File: src/hw/tmr8_pkg.sv
`default_nettype none
package tmr8_pkg;
    // register bus geometry
    localparam int ADDR_W = 8;
    localparam int DATA_W = 8;

    // register offsets
    localparam logic [ADDR_W-1:0] OFF_COUNT = 8'h00;
    localparam logic [ADDR_W-1:0] OFF_OPTION = 8'h01;
    localparam logic [ADDR_W-1:0] OFF_INTCTL = 8'h02;

    // option register fields
    localparam int OPT_CS_BIT = 5;
    localparam int OPT_SE_BIT = 4;
    localparam int OPT_PSA_BIT = 3;
    localparam int OPT_PS_LSB = 0;
    localparam int OPT_PS_W = 3;

    // interrupt control fields
    localparam int INT_EN_BIT = 5;
    localparam int INT_FLAG_BIT = 2;

    // reset values
    localparam logic [DATA_W-1:0] OPTION_RESET = 8'hFF;
    localparam logic [DATA_W-1:0] COUNT_RESET = 8'h00;
    localparam logic [DATA_W-1:0] READ_ZERO = 8'h00;
    localparam logic [DATA_W-1:0] COUNT_MAX = 8'hFF;
    localparam logic [DATA_W-1:0] COUNT_ONE = 8'h01;

    // write inhibit after a count write, in instruction cycles
    localparam int INHIBIT_W = 2;
    localparam logic [INHIBIT_W-1:0] INHIBIT_CYCLES = 2'h2;
    localparam logic [INHIBIT_W-1:0] INHIBIT_NONE = 2'h0;
    localparam logic [INHIBIT_W-1:0] INHIBIT_STEP = 2'h1;

    // instruction cycle: clk_i periods per instruction cycle
    localparam int CLK_MHZ = 200;
    localparam int INSTR_DIV_DEFAULT = 4;

    // prescaler geometry
    localparam int PRESC_W = 8;
endpackage
`default_nettype wire

File: src/hw/edge_sync.sv
`default_nettype none
module edge_sync (
    // clock and reset
    input wire logic clk_i,
    input wire logic rst_i,
    // asynchronous pin
    input wire logic pin_i,
    // one-cycle edge pulses
    output logic rise_o,
    output logic fall_o
);
    logic sync1;
    logic sync2;
    logic last;

    // two-stage synchroniser, only sync2 is looked at
    always_ff @(posedge clk_i) begin
        if (rst_i) begin
            sync1 <= 1'b0;
            sync2 <= 1'b0;
            last <= 1'b0;
        end else begin
            sync1 <= pin_i;
            sync2 <= sync1;
            last <= sync2;
        end
    end

    // edge detect on the settled copy
    assign rise_o = sync2 && !last;
    assign fall_o = !sync2 && last;
endmodule
`default_nettype wire

File: src/hw/prescaler.sv
`default_nettype none
module prescaler #(
    parameter int W = 8,
    parameter int SEL_W = 3
) (
    // clock and reset
    input wire logic clk_i,
    input wire logic rst_i,
    // control
    input wire logic clr_i,
    input wire logic [SEL_W-1:0] sel_i,
    // ticks
    input wire logic tick_i,
    output logic tick_o
);
    logic [W-1:0] cnt;
    logic [W-1:0] mask;

    // ratio 2^(sel+1): low sel+1 bits all ones on the incoming tick
    always_comb begin
        mask = '0;
        for (int i = 0; i < W; i++) begin
            mask[i] = ((SEL_W+1)'(i) <= {1'b0, sel_i});
        end
    end

    assign tick_o = tick_i && (&(cnt | ~mask));

    // count is internal only, no bus can reach it
    always_ff @(posedge clk_i) begin
        if (rst_i || clr_i) begin
            cnt <= '0;
        end else if (tick_i) begin
            cnt <= cnt + 1'b1;
        end
    end
endmodule
`default_nettype wire

File: src/hw/eight_bit_timer_prescaled.sv
`default_nettype none
module eight_bit_timer_prescaled
    import tmr8_pkg::*;
#(
    parameter int INSTR_DIV = INSTR_DIV_DEFAULT
) (
    // clock and reset
    input wire logic clk_i,
    input wire logic rst_i,
    // register port
    input wire logic [ADDR_W-1:0] addr_i,
    input wire logic [DATA_W-1:0] wdata_i,
    input wire logic wr_i,
    input wire logic rd_i,
    output logic [DATA_W-1:0] rdata_o,
    // core status
    input wire logic sleep_i,
    // external count pin, input side only
    input wire logic ext_count_pin_i,
    // watchdog side of the shared prescaler
    input wire logic wdt_tick_i,
    output logic wdt_scaled_o,
    // interrupt
    output logic irq_o
);
    localparam int DIV_W = (INSTR_DIV > 1) ? $clog2(INSTR_DIV) : 1;
    localparam logic [DIV_W-1:0] DIV_LAST = DIV_W'(INSTR_DIV - 1);

    // software visible state
    logic [DATA_W-1:0] count_register;
    logic [DATA_W-1:0] option_reg;
    logic overflow_flag;
    logic overflow_int_enable;

    // internal state
    logic [DIV_W-1:0] div_cnt;
    logic instr_tick;
    logic [INHIBIT_W-1:0] inhib_cnt;

    // decoded controls
    logic clock_source_select;
    logic source_edge_select;
    logic prescaler_assign;
    logic [OPT_PS_W-1:0] presc_sel;

    // datapath strobes
    logic pin_rise;
    logic pin_fall;
    logic edge_pulse;
    logic src_tick;
    logic presc_in;
    logic presc_out;
    logic inc_event;
    logic inc;
    logic wr_count;
    logic wr_option;
    logic wr_intctl;
    logic flag_clr;
    logic presc_clr;

    // register decode
    assign wr_count = wr_i && (addr_i == OFF_COUNT);
    assign wr_option = wr_i && (addr_i == OFF_OPTION);
    assign wr_intctl = wr_i && (addr_i == OFF_INTCTL);
    assign flag_clr = wr_intctl && wdata_i[INT_FLAG_BIT];

    // option fields
    assign clock_source_select = option_reg[OPT_CS_BIT];
    assign source_edge_select = option_reg[OPT_SE_BIT];
    assign prescaler_assign = option_reg[OPT_PSA_BIT];
    assign presc_sel = option_reg[OPT_PS_LSB +: OPT_PS_W];

    // instruction cycle enable from the core clock
    always_ff @(posedge clk_i) begin
        if (rst_i) begin
            div_cnt <= '0;
        end else if (div_cnt == DIV_LAST) begin
            div_cnt <= '0;
        end else begin
            div_cnt <= div_cnt + 1'b1;
        end
    end

    assign instr_tick = (div_cnt == DIV_LAST);

    // pin synchroniser and edge detector
    edge_sync u_edge (
        .clk_i(clk_i),
        .rst_i(rst_i),
        .pin_i(ext_count_pin_i),
        .rise_o(pin_rise),
        .fall_o(pin_fall)
    );

    // pick counting edge
    assign edge_pulse = source_edge_select ? pin_fall : pin_rise;

    // pick source; sleep shuts the timer source off entirely
    assign src_tick = sleep_i ? 1'b0 :
        (clock_source_select ? edge_pulse : instr_tick);

    // prescaler serves exactly one user at a time
    assign presc_in = prescaler_assign ? wdt_tick_i : src_tick;
    assign presc_clr = wr_count && !prescaler_assign;

    prescaler #(
        .W(PRESC_W),
        .SEL_W(OPT_PS_W)
    ) u_presc (
        .clk_i(clk_i),
        .rst_i(rst_i),
        .clr_i(presc_clr),
        .sel_i(presc_sel),
        .tick_i(presc_in),
        .tick_o(presc_out)
    );

    // watchdog only sees scaled ticks while it owns the prescaler
    assign wdt_scaled_o = prescaler_assign && presc_out;

    // increment source: bypass or prescaled
    assign inc_event = prescaler_assign ? src_tick : presc_out;

    // a write in the same cycle takes priority over the increment
    assign inc = inc_event && (inhib_cnt == INHIBIT_NONE) && !wr_count;

    // write inhibit, counted in instruction cycles
    always_ff @(posedge clk_i) begin
        if (rst_i) begin
            inhib_cnt <= INHIBIT_NONE;
        end else if (wr_count) begin
            inhib_cnt <= INHIBIT_CYCLES;
        end else if (instr_tick && inhib_cnt != INHIBIT_NONE) begin
            inhib_cnt <= inhib_cnt - INHIBIT_STEP;
        end
    end

    // count register
    always_ff @(posedge clk_i) begin
        if (rst_i) begin
            count_register <= COUNT_RESET;
        end else if (wr_count) begin
            count_register <= wdata_i;
        end else if (inc) begin
            count_register <= count_register + COUNT_ONE;
        end
    end

    // option register, bits 7:6 kept for the core's other uses
    always_ff @(posedge clk_i) begin
        if (rst_i) begin
            option_reg <= OPTION_RESET;
        end else if (wr_option) begin
            option_reg <= wdata_i;
        end
    end

    // overflow flag: set wins over a clear in the same cycle
    always_ff @(posedge clk_i) begin
        if (rst_i) begin
            overflow_flag <= 1'b0;
        end else if (inc && count_register == COUNT_MAX) begin
            overflow_flag <= 1'b1;
        end else if (flag_clr) begin
            overflow_flag <= 1'b0;
        end
    end

    // interrupt enable
    always_ff @(posedge clk_i) begin
        if (rst_i) begin
            overflow_int_enable <= 1'b0;
        end else if (wr_intctl) begin
            overflow_int_enable <= wdata_i[INT_EN_BIT];
        end
    end

    // level request, masked by the enable
    assign irq_o = overflow_flag && overflow_int_enable;

    // read data valid only in the cycle after the strobe
    // prescaler count has no address on purpose
    always_ff @(posedge clk_i) begin
        if (rst_i || !rd_i) begin
            rdata_o <= READ_ZERO;
        end else begin
            case (addr_i)
                OFF_COUNT: rdata_o <= count_register;
                OFF_OPTION: rdata_o <= option_reg;
                OFF_INTCTL: begin
                    rdata_o <= READ_ZERO;
                    rdata_o[INT_EN_BIT] <= overflow_int_enable;
                    rdata_o[INT_FLAG_BIT] <= overflow_flag;
                end
                default: rdata_o <= READ_ZERO;
            endcase
        end
    end
endmodule
`default_nettype wire

File: config.mk
export PLATFORM = sky130hd
export DESIGN_NAME = eight_bit_timer_prescaled
export DESIGN_NICKNAME = d
export VERILOG_FILES = /design/src/hw/tmr8_pkg.sv /design/src/hw/edge_sync.sv /design/src/hw/prescaler.sv /design/src/hw/eight_bit_timer_prescaled.sv
export SDC_FILE = /design/constraint.sdc
export NUM_CORES = 1
export LEC_CHECK = 0
export ABC_AREA = 1
export BUFFER_PORTS_ARGS = -buffer_cell sky130_fd_sc_hd__buf_2
export CORE_MARGIN = 1.5
export CORE_UTILIZATION = 56
export CTS_CLUSTER_SIZE = 28
export DETAILED_ROUTE_END_ITERATION = 10
export PLACE_DENSITY = 0.77
export SLEW_MARGIN = 10
export SYNTH_ARGS = -nofsm -noshare
export SYNTH_HDL_FRONTEND = slang
export SYNTH_HIERARCHICAL = 1
export SYNTH_SLANG_ARGS = --single-unit
File: constraint.sdc
create_clock -name clk_i -period 3 [get_ports clk_i]
set_clock_uncertainty 0.1 [all_clocks]
set_input_delay 0.15 -clock clk_i [delete_from_list [all_inputs] [get_ports clk_i]]
set_output_delay 0.15 -clock clk_i [all_outputs]
set_load 0.01 [all_outputs]
==> results.yml, run 1 <==
routing:
  vias: 2004
  drtIter0Drc: 134
  drc: 0
  final_antenna_net_count: 0
  routedWlPerCell_um: 11.4
  dr.pass1.iters: 4
  drt_wl_total_mm: 4.51
  drt-vias-per-instance: 5.07
sta:
  whs_ps: 4.78
  hold_violations: 0
  drv_slew: 0
  tightest_slew_ps: 448
  fin_tns_setup_ps: 0
  finalCritPeriodShare_pct: 80.9
  max_freq_ghz: 0.412
  grt_setup_unrepaired: "no"
  slew_headroom_pct: 70.0
  setup_viol: 0
  fin_crit_ps: 2430
clocking:
  tritoncts: "yes"
  clkTransAtPathRegs_ps: 80
  cts_made_buffers: 5
  cts_sinks: 41
  clock_latency_ps: 300
  clockBufferDepth: 2
  root_buffer: "clkbuf_8"
  cts_max_level: 2
yosys:
  syn_nets: 335
  yosysSeqAreaShare_pct: 38.6
  yosysWarningCount: 6
  syn_avg_cell_area_um2: 6.91
  synthCells: 308
  ys_ff_latch: 41
  synth_area_mm2: 0.00213
  synth_cell_types: 27
global_routing:
  grt_pass1_vias: 1811
  grt_max_degree: 21
  grt_usage_pct: 24.0
  antenna_found_initial: 0
  grt-ovfl-total: 0
  grt_pass1_wl_mm: 7.85
cells_and_area:
  most-common-layout-cells: "nand2_1 (94), dfxtp_1 (41), inv_1 (38), nand3_1 (35), buf_2 (32)"
  n_antenna_cell: 0
  drive_gt1_share_pct: 18.2
  final_nets: 373
  final_cell_area_mm2: 0.00247
  area_growth_pct: 16.0
  final_common_cell: "nand2_1"
hold_path:
  holdPathStages: 3
  holdPathEnd: "option_reg[2]$_SDFFE_PP1P_"
  hold_class: "primary input to flop"
  min_from: "wdata_i[2]"
job:
  max_cap_viol_count: 0
floorplanning:
  fp.dieW_um: 64.7
  core_area_mm2: 0.00366
  die_area_mm2: 0.00418
  start_util_pct: 58.1
  row_count: 22
  pin_count: 33
  die_height_um: 64.7
placed_design:
  place_area_mm2: 0.00230
  dpl.hpwl_mm: 3.32
  port_buffers: 32
  gp_congestion: 0.836
pwr:
  leakagePower_nw: 1.16
  power.density_mw_per_mm2: 437
  peakVddDrop_uv: 228
setup_path:
  r2r_end: "count_register[1]$_SDFFE_PP0P_"
  crit_type: "flop to flop"
  arrival_ps: 2560
  startpoint: "div_cnt[0]$_SDFF_PP0_"
  crit_path_end_kind: "flop"
  critPathLaunchType: "flop"
  r2r_start: "div_cnt[0]$_SDFF_PP0_"
  worstPathRequired_ps: 3130
  r2r_slack_ps: 570
  rr_worst_depth: 15
  critPathMaxFanout: 9
run_status:
  outcome: "finished, final reports clean"
layout make-up:
class | count | area (µm²)
fillers | 341 | 1190
multi-input cells | 220 | 1110
flip-flops and latches | 41 | 821
repair buffers | 37 | 210
inverters | 41 | 154
clock buffers | 7 | 86.3
well taps | 48 | 60.1
clock inverters | 1 | 30.0
power by group:
| part | total, mW | switching, mW | internal (mW) |
|---|---|---|---|
| clock network | 0.455 | 0.184 | 0.271 |
| logic | 0.0649 | 0.0380 | 0.0268 |
| registers | 0.558 | 0.00588 | 0.552 |
| total | 1.08 | 0.228 | 0.850 |
per-stage QoR:
stage / std cells / util [%] / power [mW] / setup slack, ps
after floorplan: 308 / - / 0.602 / 750
after global placement: 382 / 62.9 / 0.629 / 549
after detailed placement: 382 / 62.9 / 0.631 / 405
after CTS: 395 / 67.4 / 1.08 / 379
after global routing: 395 / 67.4 / 1.11 / 182
final: 395 / 67.4 / 1.08 / 572
kinds of logic (layout without fill, tap and decap cells):
kind of cell,count (synthesis),in the layout,synth area share (%)
compound gates,38,38,10.9
xor+xnor,5,5,2.06
fa+ha+maj,4,4,2.35
buf+inv,47,86,9.41
flops,41,41,38.6
simple gates,173,173,36.7
critical path, stage by stage, from the launching register on:
cell and delay [ps]:
dfxtp_1 350, ha_1 220, nor2_1 50, nor2_1 80, nand2_1 70, o21ai_1 330, nand2_2 130, a21oi_1 130
nand2_1 60, a21oi_1 150, o21ai_0 100, inv_1 100, nand2_2 170, nand2_8 130, nand2_1 80, a21oi_2 110
how the worst max path moves through the flow:
| stage | end | slack (ps) |
|---|---|---|
| after floorplan | count_register[1]$_SDFFE_PP0P_ | 750 |
| after global placement | count_register[6]$_SDFFE_PP0P_ | 550 |
| after detailed placement | count_register[1]$_SDFFE_PP0P_ | 400 |
| after CTS | count_register[1]$_SDFFE_PP0P_ | 380 |
| after global routing | count_register[3]$_SDFFE_PP0P_ | 180 |
| final | count_register[1]$_SDFFE_PP0P_ | 570 |
synth_stat cells:
master / instances / share of area [%]
nand2_1: 94 / 17
dfxtp_1: 41 / 39
inv_1: 38 / 6.7
nand3_1: 35 / 8.2
nor2_1: 24 / 4.2
a21oi_1: 16 / 3.8
o21ai_0: 10 / 2.4
a21oi_2: 8 / 3.3
nand2_2: 5 / 1.5
ha_1: 4 / 2.4
nor2_2: 4 / 1.2
buf_6: 3 / 1.6
nor3_1: 3 / 0.71
o211ai_1: 3 / 1.1
xor2_1: 3 / 1.2
clkbuf_1: 2 / 0.35
inv_2: 2 / 0.35
nand4_1: 2 / 0.59
nor2_4: 2 / 1.1
xnor2_1: 2 / 0.82
a22o_1: 1 / 0.41
buf_2: 1 / 0.23
clkinv_1: 1 / 0.18
nand2_8: 1 / 0.94
nand3_2: 1 / 0.47
nor2_8: 1 / 0.94
nor3b_1: 1 / 0.35
per-layer routing:
| layer | wire, µm | part of all wire (%) | global-route usage [%] |
|---|---|---|---|
| met4 | 62 | 1.4 | 9.31 |
| met2 | 2090 | 46 | 38.8 |
| met3 | 264 | 5.9 | 5.21 |
| met5 | 0 | 0 | 0 |
| met1 | 2090 | 46 | 31.4 |
timing repair:
action | 4_1_cts | 5_1_grt
hold buffers | 5 | 0
setup buffers | 0 | 0
gates resized for setup | 0 | 1
hold endpoints to repair | 5 | 0
endpoints found under the setup margin | 0 | 8
(Power assumes the default switching activity.)
==> run 2: changes to the inputs <==
- clock period: 3 -> 2.3 ns (I/O delays scaled with it)
==> run 2 against run 1 <==
Net effect: via count is 1.3% higher; non-clock buffer count rose by 6; first-iteration DRC count is 17% lower; worst setup slack got worse by 330 ps; cell area is 2.5% higher; global-route usage fell by 0.055 points; core utilization up 1.7 points; final cell count is 1.5% higher; clock-buffer cell count stayed put; wire length decreased by 0.87%; sequential cell count unchanged; power increased by 24%; critical path type unchanged; critical endpoint is now count_register[7]$_SDFFE_PP0P_; largest power group unchanged.
==> results.yml, run 2 (synthesized netlist as in run 1, its figures left out) <==
routing:
  drt-vias-per-instance: 5.06
  drt_wl_total_mm: 4.47
  vias: 2031
  dr.pass1.iters: 4
  final_antenna_net_count: 0
  drc: 0
  drtIter0Drc: 111
  routedWlPerCell_um: 11.1
pwr:
  peakVddDrop_uv: 485
  power.density_mw_per_mm2: 527
  leakagePower_nw: 1.19
  power.total_mw: 1.33
global_routing:
  grt_usage_pct: 24.0
  grt_pass1_wl_mm: 7.78
  met1_usage_pct: 30.1
  met2_usage_pct: 39.8
  grt_max_degree: 21
  grt_pass1_vias: 1813
  grt-ovfl-total: 0
  antenna_found_initial: 0
  gr-usage-met3_pct: 4.69
  busiest_layer: "met2"
floorplanning:
  die_area_mm2: 0.00418
  die_height_um: 64.7
  start_util_pct: 58.1
  row_count: 22
  fp.dieW_um: 64.7
  pin_count: 33
  core_area_mm2: 0.00366
sta:
  max_freq_ghz: 0.485
  slew_headroom_pct: 69.9
  grt_setup_unrepaired: "no"
  setup_viol: 0
  hold_violations: 0
  whs_ps: 6.85
  finalCritPeriodShare_pct: 89.7
  fin_crit_ps: 2060
  tightest_slew_ps: 450
  drv_slew: 0
  worst_slack_ps: 238
  fin_tns_setup_ps: 0
cells_and_area:
  area_growth_pct: 18.9
  drive_gt1_share_pct: 19.8
  stdcell_count: 401
  most-common-layout-cells: "nand2_1 (94), dfxtp_1 (41), inv_1 (38), nand3_1 (35), buf_2 (32)"
  final_nets: 379
  n_antenna_cell: 0
  fin_util_pct: 69.1
  final_cell_area_mm2: 0.00253
  final_common_cell: "nand2_1"
setup_path:
  crit_buf_inv: 1
  critical-path-top-delay-family: "simple AND/OR/NAND/NOR gates"
  critPathLaunchType: "flop"
  worstPathRequired_ps: 2430
  path_common_cell: "nand2_1"
  arrival_ps: 2190
  critPathMaxFanout: 9
  crit_type: "flop to flop"
  cp_slowest_cell: "dfxtp_1"
  r2r_slack_ps: 240
  crit_chain: "ha_4 > nor2_1 > nor2_1 > nand2_1 > o21ai_2 > nand2_2 > a21oi_1 > nand2_1 > a21oi_2 > o21ai_0 > inv_1 > nand2_4 > nand2_8 > nand2_1 > a21oi_2"
  critPathMaxStageDelay_ps: 370
  crit_path_end_kind: "flop"
placed_design:
  port_buffers: 32
  gp_congestion: 0.865
  place_area_mm2: 0.00232
  dp_slack_ps: 98.8
  dp_cells: 385
  dpl.hpwl_mm: 3.25
clocking:
  clock_latency_ps: 290
  cts_made_buffers: 5
  clkTransAtPathRegs_ps: 70
  clockBufferDepth: 2
  tritoncts: "yes"
  cts_setup_buffers: 0
  cts_max_level: 2
  cts_sinks: 41
  root_buffer: "clkbuf_8"
run_status:
  outcome: "finished, final reports clean"
job:
  max_cap_viol_count: 0
hold_path:
  hold_class: "primary input to flop"
## run 2: final timing paths
kind,from,endpoint,depth (start not counted)
hold reg to reg,u_edge/sync1$_SDFF_PP0_,u_edge/sync2$_SDFF_PP0_,2
setup reg to reg,div_cnt[0]$_SDFF_PP0_,count_register[7]$_SDFFE_PP0P_,15
setup / recovery,div_cnt[0]$_SDFF_PP0_,count_register[7]$_SDFFE_PP0P_,15
hold / removal,wdata_i[4],option_reg[4]$_SDFFE_PP1P_,3
## run 2: per-layer routing
| layer | up-vias | routed length [µm] |
|---|---|---|
| li1 | 1064 | - |
| met1 | 908 | 2170 |
| met2 | 52 | 2030 |
| met3 | 7 | 179 |
| met4 | 0 | 87 |
| met5 | - | 0 |
## run 2: cell type report
cell class / count / area (µm²)
Clock buffer: 7 / 96.3
Clock inverter: 1 / 5.00
Fill cell: 308 / 1130
Inverter: 41 / 154
Multi-Input combinational cell: 220 / 1130
Sequential cell: 41 / 821
Tap cell: 48 / 60.1
Timing Repair Buffer: 43 / 263
## run 2: worst reg2reg max path, stage by stage, from the launching register on
cell     delay (ps)
dfxtp_1         370
ha_4            160
nor2_1           40
nor2_1           80
nand2_1          80
o21ai_2         150
nand2_2          70
a21oi_1         120
nand2_1          80
a21oi_2         120
o21ai_0         100
inv_1           120
nand2_4         120
nand2_8         110
nand2_1          80
a21oi_2         110
## run 2: what timing repair did
action / 4_1_cts / 5_1_grt
gates resized for setup: 0 / 6
endpoints found under the hold margin: 8 / 0
endpoints found under the setup margin: 0 / 10
hold buffers: 8 / 0
## run 2: power by group
part	switching (mW)	internal (mW)	total, mW
clock network	0.240	0.271	0.511
registers	0.00922	0.721	0.730
logic	0.0510	0.0425	0.0935
total	0.300	1.03	1.33
